File: src/hdl/urxsf_pkg.sv
/*
 * constants and types of the receive-status and interrupt-flag block:
 * register indices, field positions, reset values, counts and the
 * packed state records of its three modules.
 * assumes APB with 32-bit data; byte address is four times the index.
 */
package urxsf_pkg;

	// ****************************************************************
	// bus geometry and register indices
	// ****************************************************************
	localparam int          ADDR_W       = 17;
	localparam int          IDX_W        = 15;
	localparam logic [14:0] IDX_CTL1     = 15'h7051;
	localparam logic [14:0] IDX_CTL2     = 15'h7054;
	localparam logic [14:0] IDX_STATUS   = 15'h7055;
	localparam logic [14:0] IDX_RXEMU    = 15'h7056;
	localparam logic [14:0] IDX_RXBUF    = 15'h7057;
	localparam logic [14:0] IDX_TXBUF    = 15'h7059;
	localparam logic [14:0] IDX_EVSTAT   = 15'h7060;
	localparam logic [14:0] IDX_EVMASK   = 15'h7061;

	// ****************************************************************
	// field positions
	// ****************************************************************
	localparam int CTL1_ERR_IE  = 6;
	localparam int CTL1_RUN     = 5;
	localparam int CTL2_TX_RDY  = 7;
	localparam int CTL2_TX_EMP  = 6;
	localparam int CTL2_RXBK_IE = 1;
	localparam int CTL2_TX_IE   = 0;
	localparam int ST_ERR       = 7;
	localparam int ST_RDY       = 6;
	localparam int ST_BRK       = 5;
	localparam int ST_FRM       = 4;
	localparam int ST_OE        = 3;
	localparam int ST_PAR       = 2;
	localparam int ST_WAKE      = 1;
	localparam int EV_RX        = 0;
	localparam int EV_BRK       = 1;
	localparam int EV_ERR       = 2;
	localparam int EV_TX        = 3;
	localparam int EV_W         = 4;

	// ****************************************************************
	// reset values and counts
	// ****************************************************************
	localparam logic [7:0]  RST_STATUS   = 8'h00;
	localparam logic [3:0]  RST_EVMASK   = 4'h0;
	localparam logic [3:0]  BREAK_BITS   = 4'ha;

	// ****************************************************************
	// carriers and state records
	// ****************************************************************
	typedef struct packed {
		logic       framingErr;
		logic       parityErr;
		logic       wake;
		logic [7:0] data;
	} urxsf_rx_char_t;

	typedef struct packed {
		logic meta;
		logic stable;
	} urxsf_sync_t;

	typedef struct packed {
		logic       armed;
		logic [3:0] lowBits;
		logic       seen;
	} urxsf_brk_t;

	typedef struct packed {
		logic             errIe;
		logic             running;
		logic             rxBrkIe;
		logic             txIe;
		logic             rxReady;
		logic             brk;
		logic             frmErr;
		logic             oe;
		logic             parErr;
		logic             wake;
		logic             txReady;
		logic [3:0]       evStat;
		logic [3:0]       evMask;
		logic [7:0]       txData;
		logic             txLoad;
		logic [31:0]      prdata;
		logic             pready;
		logic             pslverr;
		logic             rxIrq;
		logic             txIrq;
		logic             errIrq;
		logic             irq;
	} urxsf_state_t;

endpackage

File: src/hdl/urxsf_break_detect.sv
/*
 * break detector: after a missing first stop bit, counts bit times
 * with the line low and pulses once when the count reaches ten.
 * assumes bitTick marks one bit time and rxLine is already synchronised.
 */
`timescale 1ns/1ns
module urxsf_break_detect (
	input  wire logic clk,
	input  wire logic arst_n,
	input  wire logic clear,
	input  wire logic rxLine,
	input  wire logic bitTick,
	input  wire logic stopMissing,
	output logic      breakSeen
);
	urxsf_pkg::urxsf_brk_t s;
	urxsf_pkg::urxsf_brk_t next_s;

	always_comb begin
		next_s      = s;
		next_s.seen = 1'b0;
		if (clear) begin
			next_s.armed   = 1'b0;
			next_s.lowBits = 4'h0;
		end else if (stopMissing) begin
			next_s.armed   = 1'b1;
			next_s.lowBits = 4'h0;
		end else if (s.armed && bitTick) begin
			if (rxLine) begin
				// a high bit ends the low run, no break
				next_s.armed = 1'b0;
			end else if (s.lowBits == urxsf_pkg::BREAK_BITS - 4'h1) begin
				next_s.armed = 1'b0;
				next_s.seen  = 1'b1;
			end else begin
				next_s.lowBits = s.lowBits + 4'h1;
			end
		end
	end

	always_ff @(posedge clk or negedge arst_n) begin
		if (!arst_n) begin
			s <= '0;
		end else begin
			s <= next_s;
		end
	end

	assign breakSeen = s.seen;
endmodule // urxsf_break_detect

File: src/hdl/urxsf_status_irq.sv
/*
 * receive-status flags, control enables and interrupt requests of an
 * asynchronous serial port, with an APB register slave.
 * assumes receiver and transmitter logic on the same clock deliver
 * one-cycle pulses; the serial line pin is asynchronous.
 */
// Decided for this implementation: the APB slave port.
`timescale 1ns/1ns
module urxsf_status_irq (
	input  wire logic                           clk,
	input  wire logic                           arst_n,
	input  wire logic                           psel,
	input  wire logic                           penable,
	input  wire logic                           pwrite,
	input  wire logic [urxsf_pkg::ADDR_W-1:0]   paddr,
	input  wire logic [31:0]                    pwdata,
	output logic                                pready,
	output logic [31:0]                         prdata,
	output logic                                pslverr,
	input  wire logic                           charXfer,
	input  wire urxsf_pkg::urxsf_rx_char_t      rxChar,
	input  wire logic                           rxLine,
	input  wire logic                           bitTick,
	input  wire logic                           stopMissing,
	input  wire logic                           txTaken,
	input  wire logic                           txShiftIdle,
	output logic [7:0]                          txData,
	output logic                                txLoad,
	output logic                                portSoftReset_n,
	output logic                                rxIrq,
	output logic                                txIrq,
	output logic                                errIrq,
	output logic                                irq
);
	// ****************************************************************
	// helpers
	// ****************************************************************
	function automatic logic regHit(
		input logic [urxsf_pkg::ADDR_W-1:0] addr,
		input logic [urxsf_pkg::IDX_W-1:0]  idx
	);
		regHit = (addr == {idx, 2'b00});
	endfunction

	function automatic logic errSum(input urxsf_pkg::urxsf_state_t v);
		errSum = v.brk | v.frmErr | v.oe | v.parErr;
	endfunction

	urxsf_pkg::urxsf_state_t s;
	urxsf_pkg::urxsf_state_t next_s;
	logic                    lineSync;
	logic                    breakSeen;
	logic                    setup;
	logic                    access;
	logic                    rdRx;
	logic                    rdEv;
	logic                    wrTx;
	logic [3:0]              ev;

	urxsf_sync u_sync (
		.clk    (clk),
		.arst_n (arst_n),
		.async  (rxLine),
		.synced (lineSync)
	);

	urxsf_break_detect u_brk (
		.clk         (clk),
		.arst_n      (arst_n),
		.clear       (!s.running),
		.rxLine      (lineSync),
		.bitTick     (bitTick),
		.stopMissing (stopMissing),
		.breakSeen   (breakSeen)
	);

	// ****************************************************************
	// bus phases
	// ****************************************************************
	// pready is raised for the access cycle only, so no wait states
	assign setup  = psel && !penable;
	assign access = psel && penable && s.pready;
	assign rdRx   = access && !pwrite &&
		(regHit(paddr, urxsf_pkg::IDX_RXBUF));
	assign rdEv   = access && !pwrite && regHit(paddr, urxsf_pkg::IDX_EVSTAT);
	assign wrTx   = access && pwrite && regHit(paddr, urxsf_pkg::IDX_TXBUF);

	// ****************************************************************
	// next state
	// ****************************************************************
	always_comb begin
		next_s         = s;
		next_s.txLoad  = 1'b0;
		next_s.pready  = 1'b0;
		next_s.pslverr = 1'b0;
		ev             = 4'h0;

		// read data is latched at setup and held through the access
		if (setup) begin
			next_s.pready = 1'b1;
			next_s.prdata = 32'h0000_0000;
			if (regHit(paddr, urxsf_pkg::IDX_CTL1)) begin
				next_s.prdata[urxsf_pkg::CTL1_ERR_IE] = s.errIe;
				next_s.prdata[urxsf_pkg::CTL1_RUN]    = s.running;
			end else if (regHit(paddr, urxsf_pkg::IDX_CTL2)) begin
				next_s.prdata[urxsf_pkg::CTL2_TX_RDY]  = s.txReady;
				next_s.prdata[urxsf_pkg::CTL2_TX_EMP]  = s.txReady && txShiftIdle;
				next_s.prdata[urxsf_pkg::CTL2_RXBK_IE] = s.rxBrkIe;
				next_s.prdata[urxsf_pkg::CTL2_TX_IE]   = s.txIe;
			end else if (regHit(paddr, urxsf_pkg::IDX_STATUS)) begin
				next_s.prdata[urxsf_pkg::ST_ERR]  = errSum(s);
				next_s.prdata[urxsf_pkg::ST_RDY]  = s.rxReady;
				next_s.prdata[urxsf_pkg::ST_BRK]  = s.brk;
				next_s.prdata[urxsf_pkg::ST_FRM]  = s.frmErr;
				next_s.prdata[urxsf_pkg::ST_OE]   = s.oe;
				next_s.prdata[urxsf_pkg::ST_PAR]  = s.parErr;
				next_s.prdata[urxsf_pkg::ST_WAKE] = s.wake;
			end else if (regHit(paddr, urxsf_pkg::IDX_RXBUF) ||
				regHit(paddr, urxsf_pkg::IDX_RXEMU)) begin
				next_s.prdata[7:0] = rxChar.data;
			end else if (regHit(paddr, urxsf_pkg::IDX_EVSTAT)) begin
				next_s.prdata[3:0] = s.evStat;
			end else if (regHit(paddr, urxsf_pkg::IDX_EVMASK)) begin
				next_s.prdata[3:0] = s.evMask;
			end else if (!regHit(paddr, urxsf_pkg::IDX_TXBUF)) begin
				next_s.pslverr = 1'b1;
			end
		end

		if (access && pwrite) begin
			if (regHit(paddr, urxsf_pkg::IDX_CTL1)) begin
				next_s.errIe   = pwdata[urxsf_pkg::CTL1_ERR_IE];
				next_s.running = pwdata[urxsf_pkg::CTL1_RUN];
			end
			if (regHit(paddr, urxsf_pkg::IDX_CTL2)) begin
				next_s.rxBrkIe = pwdata[urxsf_pkg::CTL2_RXBK_IE];
				next_s.txIe    = pwdata[urxsf_pkg::CTL2_TX_IE];
			end
			if (regHit(paddr, urxsf_pkg::IDX_EVMASK)) begin
				next_s.evMask = pwdata[3:0];
			end
			if (wrTx) begin
				next_s.txData = pwdata[7:0];
				next_s.txLoad = 1'b1;
			end
		end

		if (!s.running) begin
			next_s.rxReady = 1'b0;
			next_s.brk     = 1'b0;
			next_s.frmErr  = 1'b0;
			next_s.oe      = 1'b0;
			next_s.parErr  = 1'b0;
			next_s.wake    = 1'b0;
			next_s.txReady = 1'b1;
			next_s.txLoad  = 1'b0;
		end else begin
			next_s.rxReady = (s.rxReady && !rdRx) || charXfer;
			if (charXfer) begin
				next_s.frmErr = s.frmErr || rxChar.framingErr;
				next_s.parErr = s.parErr || rxChar.parityErr;
				next_s.wake = rxChar.wake;
				next_s.oe   = s.oe || (s.rxReady && !rdRx);
			end
			next_s.brk = s.brk || breakSeen;
			next_s.txReady = (s.txReady && !wrTx) || txTaken;
		end

		ev[urxsf_pkg::EV_RX]  = s.running && charXfer;
		ev[urxsf_pkg::EV_BRK] = s.running && breakSeen;
		ev[urxsf_pkg::EV_ERR] = errSum(next_s) && !errSum(s);
		ev[urxsf_pkg::EV_TX]  = s.running && txTaken;
		// only the bits actually returned are cleared, so a new event wins
		next_s.evStat = (s.evStat & ~(rdEv ? s.prdata[3:0] : 4'h0)) | ev;

		next_s.rxIrq  = (next_s.rxReady || next_s.brk) && next_s.rxBrkIe;
		next_s.txIrq  = next_s.txReady && next_s.txIe;
		next_s.errIrq = errSum(next_s) && next_s.errIe;
		next_s.irq    = |(next_s.evStat & next_s.evMask);
	end

	// port comes out of reset held; software starts it via control one
	always_ff @(posedge clk or negedge arst_n) begin
		if (!arst_n) begin
			s         <= '0;
			s.txReady <= 1'b1;
			s.evMask  <= urxsf_pkg::RST_EVMASK;
		end else begin
			s <= next_s;
		end
	end

	assign pready          = s.pready;
	assign prdata          = s.prdata;
	assign pslverr         = s.pslverr;
	assign txData          = s.txData;
	assign txLoad          = s.txLoad;
	assign portSoftReset_n = s.running;
	assign rxIrq           = s.rxIrq;
	assign txIrq           = s.txIrq;
	assign errIrq          = s.errIrq;
	assign irq             = s.irq;

	// ****************************************************************
	// checks
	// ****************************************************************
	property p_rx_irq;
		@(posedge clk) disable iff (!arst_n)
		s.running && charXfer && s.rxBrkIe && !(access && pwrite) |=> rxIrq;
	endproperty
	a_rx_irq: assert property (p_rx_irq)
		else $error("rx request missing after character");

	property p_rdy_unmasked;
		@(posedge clk) disable iff (!arst_n)
		s.running && charXfer && !s.rxBrkIe && !(access && pwrite) |=>
			s.rxReady && !rxIrq;
	endproperty
	a_rdy_unmasked: assert property (p_rdy_unmasked)
		else $error("char-ready not set while masked");

	property p_tx_irq;
		@(posedge clk) disable iff (!arst_n)
		s.running && txTaken && !(access && pwrite) |=>
			s.txReady && (txIrq == s.txIe);
	endproperty
	a_tx_irq: assert property (p_tx_irq)
		else $error("tx request does not follow enable");

	property p_frm_set;
		@(posedge clk) disable iff (!arst_n)
		s.running && charXfer && rxChar.framingErr ##1 s.running |-> s.frmErr;
	endproperty
	a_frm_set: assert property (p_frm_set)
		else $error("framing error not flagged");

	property p_sum_read;
		@(posedge clk) disable iff (!arst_n)
		access && regHit(paddr, urxsf_pkg::IDX_STATUS) |->
			prdata[7] == (|prdata[5:2]) && prdata[0] == 1'b0 &&
			prdata[31:8] == 24'h000000;
	endproperty
	a_sum_read: assert property (p_sum_read)
		else $error("status readback summary or zero bits wrong");

	property p_err_irq;
		@(posedge clk) disable iff (!arst_n)
		s.errIe && !(access && pwrite) && s.running ##1 errSum(s) |-> errIrq;
	endproperty
	a_err_irq: assert property (p_err_irq)
		else $error("error request missing");

	property p_sum_sticky;
		@(posedge clk) disable iff (!arst_n)
		s.running && errSum(s) |=> errSum(s) || !$past(s.running, 1) ||
			!s.running;
	endproperty
	a_sum_sticky: assert property (p_sum_sticky)
		else $error("error summary cleared without reset");

	property p_rdy_clear;
		@(posedge clk) disable iff (!arst_n)
		rdRx && !charXfer |=> !s.rxReady[*2] or (!s.rxReady ##1 s.rxReady);
	endproperty
	a_rdy_clear: assert property (p_rdy_clear)
		else $error("char-ready survived buffer read");

	property p_tx_clear;
		@(posedge clk) disable iff (!arst_n)
		s.running && wrTx && !txTaken |=> !s.txReady && txLoad;
	endproperty
	a_tx_clear: assert property (p_tx_clear)
		else $error("tx-ready not cleared by write");

	property p_soft_rst;
		@(posedge clk) disable iff (!arst_n)
		!s.running |=> s.txReady && !s.rxReady && !errSum(s);
	endproperty
	a_soft_rst: assert property (p_soft_rst)
		else $error("soft reset left flags wrong");

	property p_break;
		@(posedge clk) disable iff (!arst_n)
		s.running && breakSeen |=> s.brk && errSum(s);
	endproperty
	a_break: assert property (p_break)
		else $error("break not flagged");

	property p_overrun;
		@(posedge clk) disable iff (!arst_n)
		s.running && charXfer && s.rxReady && !rdRx |=> s.oe;
	endproperty
	a_overrun: assert property (p_overrun)
		else $error("overrun not flagged");

	property p_level;
		@(posedge clk) disable iff (!arst_n)
		s.running && rxIrq && s.rxBrkIe && s.brk && !(access && pwrite) |=>
			rxIrq;
	endproperty
	a_level: assert property (p_level)
		else $error("rx request dropped while source set");

	property p_update;
		@(posedge clk) disable iff (!arst_n)
		s.running && charXfer |=> s.wake == $past(rxChar.wake);
	endproperty
	a_update: assert property (p_update)
		else $error("wake flag not updated on character");

	property p_rdy8;
		@(posedge clk) disable iff (!arst_n)
		s.running && charXfer && s.rxBrkIe && !(access && pwrite) |=>
			s.rxReady && rxIrq;
	endproperty
	a_rdy8: assert property (p_rdy8)
		else $error("char-ready set without request");
endmodule // urxsf_status_irq

File: src/hdl/urxsf_sync.sv
/*
 * two-stage synchroniser for one level from outside the clock domain.
 * assumes the input may change at any time; only stable is read.
 */
`timescale 1ns/1ns
module urxsf_sync (
	input  wire logic clk,
	input  wire logic arst_n,
	input  wire logic async,
	output logic      synced
);
	urxsf_pkg::urxsf_sync_t s;
	urxsf_pkg::urxsf_sync_t next_s;

	always_comb begin
		next_s.meta   = async;
		next_s.stable = s.meta;
	end

	// reset to idle-high, the quiet level of a serial line
	always_ff @(posedge clk or negedge arst_n) begin
		if (!arst_n) begin
			s <= 2'b11;
		end else begin
			s <= next_s;
		end
	end

	assign synced = s.stable;
endmodule // urxsf_sync

File: config.mk
export PLATFORM = sky130hd
export DESIGN_NAME = urxsf_status_irq
export DESIGN_NICKNAME = d
export VERILOG_FILES = /design/src/hdl/urxsf_pkg.sv /design/src/hdl/urxsf_break_detect.sv /design/src/hdl/urxsf_status_irq.sv /design/src/hdl/urxsf_sync.sv
export SDC_FILE = /design/constraint.sdc
export NUM_CORES = 1
export LEC_CHECK = 0
export BUFFER_PORTS_ARGS = -buffer_cell sky130_fd_sc_hd__buf_4
export CORE_MARGIN = 2
export CORE_UTILIZATION = 42
export CTS_CLUSTER_DIAMETER = 150
export DETAILED_ROUTE_END_ITERATION = 16
export GPL_ROUTABILITY_DRIVEN = 0
export PLACE_DENSITY = 0.87
export SYNTH_ARGS = -nofsm -noshare
export SYNTH_HDL_FRONTEND = slang
export SYNTH_SLANG_ARGS = --single-unit
File: constraint.sdc
create_clock -name clk -period 1.8 [get_ports clk]
set_input_delay 0.36 -clock clk [delete_from_list [all_inputs] [get_ports clk]]
set_output_delay 0.36 -clock clk [all_outputs]
set_load 0.01 [all_outputs]
After elaboration in Yosys (flattened, before gate mapping)
Cells that the tools add are included.

cells by class
  add/subtract/negate cells = 1
  $mul = 0
  divide/modulo/power cells = 0
  $lt $le $gt $ge = 0
  equality and inequality tests = 14
  shift-type cells = 0
  muxes and demuxes = 40
  bitwise operators = 10
  reduce and logical (&&, ||, !) cells = 37

operators by type and width
  operator              count
  $eq 17x17->1 const B  8
  $mux 4                10
  $mux 5                4
  $logic_and 1x1->1     19
  $mux 1                15
  $mux 7                2
  $mux 13               1
  $mux 2                6
  $mux 9                1
  $and 4x4->4           2
  $logic_or 1x1->1      8
  $mux 6                1
  $ne 3x3->1 const B    2
  $or 1x1->1            6
  $reduce_and 2->1      3
  $logic_not 1->1       5
  $add 4x1->4 const B   1
  $eq 4x4->1 const B    1
  $ne 4x2->1 const B    1
  $not 4->4             1
  $or 4x4->4            1
  $reduce_or 4->1       1
  $ne 3x2->1 const B    1
  $reduce_and 3->1      1
  $ne 2x2->1 const B    1

word-level totals
  flip-flop bits (word level) = 50
  bits in latches = 0
  RAM bits = 0
  bits in read-only memories = 0
  bits of input ports = 71
  output and inout port bits = 48
  logic and storage cells = 129
  memories kept = 0

Longest topological paths before layout
Gate-level depths: netlist of the first run.

  depth after elaboration = 16
  gate-level depth with buffers = 8
  mapped depth without buffers = 8

Modules after synthesis
Synthesis of the first run repeated with hierarchy kept, for this count alone.

second synthesis, totals
  cells, all modules = 287
  area, all modules = 2,835.2 um2

modules (own cells, without submodules)
  module              instances  cells each  area each (um2)  sequential area each (um2)
  urxsf_status_irq    1          253         2,448.6          1,052.3
  urxsf_break_detect  1          32          334.1            150.1
  urxsf_sync          1          2           52.6             52.6

Least setup slack after synthesis of the first run
OpenSTA, ideal clock, no wires.

  path type = input-to-reg
  start point = input port paddr[13] in the netlist's numbering
  end point = register s (netlist bit irq)
  setup time = 0.119 ns
  data arrival time = 2.624 ns
  required time = 1.681 ns
  path slack = -0.943 ns
  stages = 7
  path buffers = 1
  path through = or4b_4 -> or4_1 -> buf_2 -> nor2_2 -> mux2_2 -> a222oi_1 -> a21bo_1

RTL lines
  item                  RTL line                 source
  start, declared       urxsf_status_irq.sv:15   input wire logic [urxsf_pkg::ADDR_W-1:0] paddr,
  end signal, assigned  urxsf_status_irq.sv:189  s <= next_s;
  end, declared         urxsf_status_irq.sv:49   urxsf_pkg::urxsf_state_t s;

==> results of run 1 <==
flip-flops by register name, indices dropped and copies added (netlist names), 5 cells and up:
name	flops
prdata	8
u_brk.s	5
s	18
txData	8
path summary, 6_finish.rpt:
| kind | start | end | slack, ns | cells after the start |
|---|---|---|---|---|
| max | paddr[10] | irq | -0.60 | 7 |
| min | arst_n | s[56] | 0.05 | 1 |
| max reg2reg | pready | irq | -0.12 | 6 |
| min reg2reg | u_sync.next_s[0] | u_sync.synced | 0.37 | 0 |
| max in group asynchronous | arst_n | prdata[1] | 1.33 | 1 |
| min in group clk | rxLine | u_sync.next_s[0] | 0.14 | 1 |
cells in the final DEF, fill, tap and decap left out, drive strengths merged, types with 4 or more instances in the layout:
cell,Yosys,layout
nand3,4,4
mux2i,6,6
dfrtp,47,47
nor2,29,29
buf,42,105
inv,3,6
conb,1,24
nand2,20,20
a21oi,9,9
mux2,16,16
clkbuf,4,5
o21ai,8,8
nor4,4,4
and2,4,4
cell families (layout without fill, tap and decap cells):
| kind of cell | after synthesis | count (layout) | synth area share (%) |
|---|---|---|---|
| simple gates | 86 | 86 | 17.3 |
| mux | 22 | 22 | 9.15 |
| other cells | 1 | 24 | 0.143 |
| buf+inv | 50 | 117 | 12.9 |
| flops | 50 | 50 | 47.8 |
| compound gates | 40 | 40 | 10.7 |
| fa+ha+maj | 2 | 2 | 0.953 |
| xor+xnor | 3 | 3 | 1.00 |
critical path: stages:
cell      delay [ns]
buf_6           0.09
or4b_4          0.54
or4_4           0.58
nor2_4          0.16
mux2_4          0.33
a222oi_1        0.32
a21bo_1         0.24
repair_timing:
action | in CTS | in global routing
pin swaps | 11 | 2
cloned | 0 | 0
setup buffers | 5 | 0
setup endpoints to repair | 30 | 32
gates resized for setup | 37 | 11
area by class of cell:
cell class | count | area, sq um
fillers | 454 | 2390
flip-flops and latches | 50 | 1250
multi-input cells | 177 | 1300
clock inverters | 3 | 26.3
well taps | 75 | 93.8
inverters | 4 | 15.0
clock buffers | 5 | 68.8
repair buffers | 105 | 842
power by group through the flow:
| stage | registers (W) | logic (W) | clock network [W] |
|---|---|---|---|
| after floorplan | 0.00116 | 0.000114 | 0 |
| after global placement | 0.00116 | 0.000222 | 0 |
| after detailed placement | 0.00116 | 0.000226 | 0 |
| after CTS | 0.00113 | 0.000236 | 0.000736 |
| after global routing | 0.00114 | 0.000265 | 0.000772 |
| final | 0.00113 | 0.000247 | 0.000711 |
cell usage after synthesis (all sizes together), types with 3 or more instances:
master and instances:
or4b 3, o21ai 8, nand2 20, nor3 3, mux2i 6, nor2 29, clkbuf 4, inv 3
and3 3, dfstp 3, and2 4, nor4 4, a221oi 3, nand2b 3, nand3 4, a22oi 3
mux2 16, dfrtp 47, buf 42, a21oi 9, a22o 3
through the flow:
step                      total power, W  util [%]  TNS (ns)
after global placement           0.00138      54.6    -16.13
after global routing             0.00217      60.1     -5.37
after CTS                        0.00211      59.1     -3.21
after detailed placement         0.00138      54.6    -16.40
final                            0.00209      60.1     -4.61
after floorplan                  0.00127         -     -8.20
per-layer routing:
| metal | GRT usage, % | vias up | wire length [um] | share of wire (%) |
|---|---|---|---|---|
| li1 | - | 1018 | - | - |
| met1 | 24.6 | 1060 | 2880 | 40 |
| met2 | 32.9 | 111 | 3590 | 50 |
| met3 | 4.77 | 25 | 475 | 6.6 |
| met4 | 9.39 | 0 | 284 | 3.9 |
| met5 | 0 | - | 0 | 0 |
==> run_results.csv, run 1 <==
group,metric,value,unit
timing,finalCriticalPeriod,2.40,ns
timing,slew_violations,0,
synth,ys_async_sr_fraction,100,%
timing,slew_headroom,58.4,%
timing,worst_slew_pin_slew,0.624,ns
grt,gr-total-overflow,0,
worst_hold_path,hold_path.class,"input port to asynchronous set/reset pin",
placed_design,preCtsSetupSlack,-0.940,ns
finish,final_layout_size_suffix_gt1_share,45.6,%
worst_setup_path,worstSetupPathType,"input port to register",
timing,setup_viol,30,
clock_network,holdBufCountCts,0,
worst_setup_path,critPathLaunchType,"input port",
detailed_routing,drc_errors,0,
run_status,status,"finished, violations left",
floorplanning,initial_core_util,43.8,%
floorplanning,dieArea,6900,sq um
timing,fin_skew,0.00858,ns
clock_network,numCtsBuffers,5,
detailed_routing,firstDrtPassIters,4,
clock_network,clk_pin_slew,0.10,ns
placed_design,placed_area,3270,sq um
synth,ys_seq_elements,50,
synth,synth_cell_types,51,
floorplanning,die_h,83.1,um
placed_design,portBuffers,70,
synth,synth_top_area_share,44.8,%
timing,post-route-period-util,133,%
grt,grt_util_all_layers,19.9,%
timing,fin_hold_ws,0.0537,ns
detailed_routing,wl_per_cell,17.3,um
worst_setup_path,worstPathArrival,2.62,ns
finish,finalNonFillerCells,419,
detailed_routing,antenna_left,0,
detailed_routing,vias_per_cell,5.28,
floorplanning,rows,28,
detailed_routing,dr_total_vias,2214,
synth,synth_largest_area_cell,"dfrtp_1",
grt,grt_pass1_wl,11000,um
worst_setup_path,worst-path-max-fanout,4,
pwr,intPower,0.00154,W
pwr,power.leakage,1.78,nW
synth,netlist_area,2630,sq um
synth,synth.yosys.seq_area_share,47.8,%
run_status,violations,"negative setup slack",
pwr,seqPwrFrac,54.2,%
clock_network,htree_levels,2,
timing,grt_setup_unrepaired,"true",
finish,syn_to_final_growth,37.2,%
clock_network,clk_path_buf_depth,2,
grt,grt_pass1_vias,2174,
grt,grt_antenna_before_repair,0,
clock_network,clk_latency,0.32,ns
placed_design,place_inst,406,
worst_setup_path,crit_path_end_kind,"register",
synth,yosysWarnings,0,
synth,synth.avg_cell_area,10.3,sq um
floorplanning,core_area,5990,sq um
floorplanning,ios,119,
detailed_routing,drt_iter0_markers,143,
clock_network,cts_root_buf,"clkbuf_8",
finish,finalNetCount,416,
grt,grt_max_degree,51,
timing,fin_ws,-0.600,ns
synth,ys_top_cells_by_area,"dfrtp_1 (45%), buf_4 (11%), mux2_2 (6.9%), nor2_1 (4.0%), dfstp_2 (3.0%)",
synth,synth-edff-count,0,
synth,ys.flop_type,"dfrtp_1",
timing,hold_viol,0,
finish,stdcell_area,3600,sq um
pwr,clockPowerShare,34.0,%
clock_network,cts_tree,"built",
pwr,ir_worst_vdd,0.418,mV
detailed_routing,wirelength,7230,um
placed_design,dp.final_hpwl,4940,um
finish,antenna_cells_inserted,0,
pwr,p_per_area,581,nW/um^2
timing,fmax,417,MHz
worst_setup_path,critPathRequiredTime,2.02,ns
pwr,comb_power_share,11.8,%
clock_network,clkSinkCount,50,
floorplanning,die_x,83.1,um
pwr,p_sw,0.000554,W
synth,synth_cells,254,
job,maxCapViolations,0,
pwr,swShare,26.5,%
(Power assumes the default switching activity.)
==> run 2, diff against run 1 <==
--- a/config.mk
+++ b/config.mk
@@ -8,6 +8,7 @@
 export BUFFER_PORTS_ARGS = -buffer_cell sky130_fd_sc_hd__buf_4
 export CORE_MARGIN = 2
 export CORE_UTILIZATION = 42
+export CTS_BUF_LIST = sky130_fd_sc_hd__clkbuf_16
 export CTS_CLUSTER_DIAMETER = 150
 export DETAILED_ROUTE_END_ITERATION = 16
 export GPL_ROUTABILITY_DRIVEN = 0
==> run 2 against run 1 <==
  * The run still ends with negative setup slack left
  * Non-clock buffer count unchanged
  * Combinational power about the same
  * Routed wire length about the same
  * Critical endpoint unchanged
==> run_results.csv, run 2 (synthesized netlist as in run 1, its figures left out) <==
group,metric,value,unit
run_status,status,"finished, violations left",
run_status,violations,"negative setup slack",
worst_setup_path,regToRegSetupSlack,-0.12,ns
grt,grt_util_all_layers,20.5,%
grt,grt_antenna_before_repair,0,
worst_setup_path,cp_top_family,"simple AND/OR/NAND/NOR gates",
detailed_routing,vias_per_cell,5.35,
detailed_routing,drc_errors,0,
grt,gr-total-overflow,0,
pwr,p_per_area,648,nW/um^2
worst_setup_path,critPathRequiredTime,1.99,ns
worst_setup_path,worstSetupPathType,"input port to register",
clock_network,holdBufCountCts,0,
worst_hold_path,hold_path.class,"input port to asynchronous set/reset pin",
worst_setup_path,crit_path_end_kind,"register",
detailed_routing,firstDrtPassIters,4,
timing,slew_headroom,59.1,%
grt,grt_pass1_vias,2243,
clock_network,clk_pin_slew,0.07,ns
finish,finalNonFillerCells,419,
timing,fin_setup_tns,-5.53,ns
clock_network,cts_root_buf,"clkbuf_16",
finish,syn_to_final_growth,39.1,%
timing,finalCriticalPeriod,2.41,ns
placed_design,place_inst,406,
timing,worst_slew_pin_slew,0.613,ns
detailed_routing,wirelength,7240,um
detailed_routing,drt_iter0_markers,175,
timing,fin_hold_ws,0.0736,ns
floorplanning,dieArea,6900,sq um
grt,grt_max_degree,51,
floorplanning,ios,119,
clock_network,cts_tree,"built",
placed_design,dp.final_hpwl,4940,um
clock_network,numCtsBuffers,5,
finish,stdcell_area,3650,sq um
worst_setup_path,slowest_delay,0.58,ns
pwr,power.leakage,1.79,nW
worst_setup_path,critPathLaunchType,"input port",
timing,grt_setup_unrepaired,"true",
timing,fin_skew,0.00432,ns
detailed_routing,wl_per_cell,17.3,um
finish,top_register,"s",
timing,setup_viol,30,
worst_setup_path,crit_slowest_cell,"or4_4",
finish,final_layout_size_suffix_gt1_share,45.9,%
timing,slew_violations,0,
clock_network,clk_path_buf_depth,2,
clock_network,htree_levels,2,
timing,fmax,415,MHz
clock_network,clk_latency,0.29,ns
finish,final_common_cell,"buf_4",
pwr,ir_worst_vdd,0.463,mV
worst_setup_path,worst-path-max-fanout,4,
pwr,power,0.00237,W
timing,fin_ws,-0.610,ns
job,maxCapViolations,0,
placed_design,placed_area,3270,sq um
floorplanning,initial_core_util,43.8,%
worst_setup_path,worstPathArrival,2.60,ns
timing,post-route-period-util,134,%
grt,grt_pass1_wl,11400,um
detailed_routing,dr_total_vias,2242,
clock_network,clkSinkCount,50,
placed_design,portBuffers,70,
worst_setup_path,cp_cell_sequence,"buf_6 > or4b_4 > or4_4 > nor2_4 > mux2_4 > a222oi_1 > a21bo_1",
floorplanning,die_x,83.1,um
finish,finalNetCount,416,
floorplanning,core_area,5990,sq um
finish,largest_reg_flops,18,
worst_setup_path,critPathBufInv,1,
finish,antenna_cells_inserted,0,
detailed_routing,antenna_left,0,
floorplanning,die_h,83.1,um
finish,final_cell_mix,"buf_4 (95), dfrtp_1 (47), nor2_1 (25)",
timing,hold_viol,0,
floorplanning,rows,28,
[run 2: layer usage]
metal  GRT usage [%]  share of wire [%]
met1            25.3                 40
met2            33.9                 50
met3            4.27                6.4
met4            10.7                2.8
met5               0                  0
[run 2: metrics by stage]
step                      setup WS [ns]  util, %
after global placement           -0.899     54.6
after detailed placement         -0.940     54.6
after global routing             -0.674     61.0
after floorplan                  -0.816        -
final                            -0.610     61.0
after CTS                        -0.604     60.2
[run 2: layout make-up]
type,count,area [sq um]
multi-input combinational,177,1290
fill,454,2340
inverter,4,15.0
tap,75,93.8
clock buffer,5,125
clock inverter,3,26.3
sequential,50,1250
timing repair buffer,105,843
[run 2: worst paths after layout]
path,endpoint,cells after the start,startpoint
min reg2reg,u_sync.synced,0,u_sync.next_s[0]
min in group clk,u_sync.next_s[0],1,rxLine
max,irq,7,paddr[10]
min,txData[4],1,arst_n
max reg2reg,irq,6,pready
max in group asynchronous,s[54],1,arst_n
[run 2: what timing repair did]
action | in CTS | in global routing
buffers inserted | 4 | 1
resized for setup | 38 | 9
setup endpoints to repair | 30 | 35
pin swaps | 10 | 1
cloned | 0 | 0
endpoints found under the hold margin | 0 | 0
[run 2: power breakdown]
| part | internal [W] | switching [W] |
|---|---|---|
| Combinational | 0.000119 | 0.000127 |
| Sequential | 0.00113 | 0.00000297 |
| Clock | 0.000531 | 0.000455 |
| Total | 0.00178 | 0.000585 |
==> run 3, diff against run 2 <==
--- a/config.mk
+++ b/config.mk
@@ -5,14 +5,15 @@
 export SDC_FILE = /design/constraint.sdc
 export NUM_CORES = 1
 export LEC_CHECK = 0
-export BUFFER_PORTS_ARGS = -buffer_cell sky130_fd_sc_hd__buf_4
+export ABC_AREA = 0
 export CORE_MARGIN = 2
-export CORE_UTILIZATION = 42
-export CTS_BUF_LIST = sky130_fd_sc_hd__clkbuf_16
+export CORE_UTILIZATION = 50
+export CTS_BUF_LIST = sky130_fd_sc_hd__clkbuf_4
 export CTS_CLUSTER_DIAMETER = 150
 export DETAILED_ROUTE_END_ITERATION = 16
+export DONT_BUFFER_PORTS = 1
 export GPL_ROUTABILITY_DRIVEN = 0
-export PLACE_DENSITY = 0.87
+export PLACE_DENSITY = 0.79
 export SYNTH_ARGS = -nofsm -noshare
 export SYNTH_HDL_FRONTEND = slang
 export SYNTH_SLANG_ARGS = --single-unit
==> run 3 against run 2 <==
  * Power decreased by 26%
  * Utilization decreased by 2.3 points
  * Sequential power about the same
  * Non-clock buffer count decreased by 72
  * Register-to-register slack about the same
  * Sequential cell count unchanged
  * Highest routed layer unchanged
  * Count of clock-buffer cells in the layout unchanged
  * The flow still finishes with violations (negative setup slack)
  * Cell area decreased by 18%
  * Critical endpoint unchanged
==> run_results.csv, run 3 (synthesized netlist as in run 1, its figures left out) <==
group,metric,value,unit
worst_hold_path,hold_path.class,"input port to register",
floorplanning,core_area,5070,sq um
clock_network,clk_path_buf_depth,2,
worst_setup_path,worst-path-max-fanout,4,
floorplanning,die_x,76.5,um
job,maxCapViolations,0,
finish,top_register,"s",
floorplanning,initial_core_util,51.7,%
timing,setup_viol,16,
grt,grt_pass1_vias,1895,
finish,syn_to_final_growth,13.4,%
clock_network,numCtsBuffers,5,
finish,multi_input_area,1270,sq um
placed_design,placed_area,2700,sq um
finish,regArea,1250,sq um
placed_design,portBuffers,0,
floorplanning,dieArea,5850,sq um
detailed_routing,dr_total_vias,1907,
finish,antenna_cells_inserted,0,
worst_setup_path,reg2regPathDepth,6,
timing,fmax,450,MHz
run_status,status,"finished, violations left",
timing,grt_setup_unrepaired,"true",
detailed_routing,wl_per_cell,17.8,um
clock_network,htree_levels,2,
timing,fin_setup_tns,-1.88,ns
timing,slew_violations,0,
grt,grt_pass1_wl,9520,um
worst_hold_path,worstHoldPathCells,2,
placed_design,dp.final_hpwl,4540,um
worst_setup_path,crit_path_end_kind,"register",
placed_design,place_inst,326,
worst_setup_path,critPathRequiredTime,2.07,ns
detailed_routing,drc_errors,0,
finish,finalNetCount,344,
clock_network,clk_pin_slew,0.14,ns
pwr,power.leakage,1.38,nW
finish,largest_reg_flops,18,
floorplanning,ios,119,
detailed_routing,firstDrtPassIters,4,
finish,finalNonFillerCells,342,
timing,hold_viol,0,
detailed_routing,drt_iter0_markers,168,
timing,fin_skew,0.00566,ns
clock_network,cts_root_buf,"clkbuf_4",
floorplanning,die_h,76.5,um
worst_setup_path,worstPathArrival,2.49,ns
pwr,ir_worst_vdd,0.391,mV
detailed_routing,vias_per_cell,5.58,
grt,grt_antenna_before_repair,0,
clock_network,clkSinkCount,50,
detailed_routing,wirelength,6070,um
finish,final_util,58.7,%
detailed_routing,antenna_left,0,
grt,grt_util_all_layers,21.0,%
run_status,violations,"negative setup slack",
finish,fillers,414,
finish,final_layout_size_suffix_gt1_share,29.8,%
finish,stdcell_area,2980,sq um
worst_setup_path,critPathLaunchType,"input port",
timing,post-route-period-util,124,%
timing,fin_ws,-0.425,ns
pwr,p_per_area,590,nW/um^2
floorplanning,rows,26,
grt,grt_max_degree,51,
worst_setup_path,worstSetupPathType,"input port to register",
placed_design,preCtsSetupSlack,-0.814,ns
grt,gr-total-overflow,0,
clock_network,clk_latency,0.36,ns
clock_network,cts_tree,"built",
timing,finalCriticalPeriod,2.22,ns
finish,final_cell_mix,"dfrtp_1 (47), nor2_1 (26), buf_4 (25)",
finish,final_common_cell,"dfrtp_1",
## run 3: cell types whose count changed in the layout (fill, tap and decap cells not counted), moves of 2 or more
cell,previous run,this run
dlygate4sd3_1,0,2
mux2_2,2,6
inv_6,3,0
buf_6,8,4
buf_4,95,25
clkbuf_4,0,5
mux2_4,14,10
clkbuf_16,5,0
## run 3: worst max-delay path, stage by stage
cell	delay (ns)
or4b_4	0.52
or4_4	0.58
nor2_4	0.17
mux2_4	0.32
a222oi_1	0.29
a21bo_1	0.24
## run 3: final cells by class
| type | instances | area share, % |
|---|---|---|
| repair buffers | 33 | 10.1 |
| clock inverters | 3 | 0.546 |
| flip-flops and latches | 50 | 42.1 |
| well taps | 70 | 2.94 |
| clock buffers | 5 | 1.26 |
| inverters | 4 | 0.504 |
| multi-input cells | 177 | 42.5 |
## run 3: what timing repair did
item	CTS	global route
hold buffers	3	0
pin swaps	8	4
resized for setup	24	12
hold endpoints to repair	51	0
gates cloned	0	0
setup endpoints to repair	21	24
buffers inserted	2	3
## run 3: worst paths after layout
kind	startpoint	end	slack, ns
hold / removal	stopMissing	u_brk.s[5]	0.12
setup / recovery	paddr[10]	irq	-0.42
hold reg to reg	u_sync.next_s[0]	u_sync.synced	0.37
min in group asynchronous	arst_n	prdata[7]	0.49
setup reg to reg	pready	irq	-0.12
max in group asynchronous	arst_n	u_sync.next_s[0]	1.02
## run 3: where the power goes
| part | internal (W) | switching [W] |
|---|---|---|
| Clock | 0.000146 | 0.000353 |
| Combinational | 0.0000453 | 0.0000747 |
| Sequential | 0.00113 | 0.00000572 |
| Total | 0.00132 | 0.000434 |
## run 3: metal layers
metal / share of wire, % / global-route usage, % / vias up
li1: - / - / 865
met1: 41 / 26.0 / 933
met2: 49 / 35.4 / 96
met3: 7.9 / 6.16 / 13
met4: 2.2 / 6.18 / 0
met5: 0 / 0 / -
## run 3: stage by stage
stage,hold WS (ns),total power (W)
floorplan,0.0644,0.00127
global placement,0.0661,0.00124
detailed placement,0.0655,0.00124
CTS,0.111,0.00176
global route,0.0948,0.00183
finish,0.123,0.00176
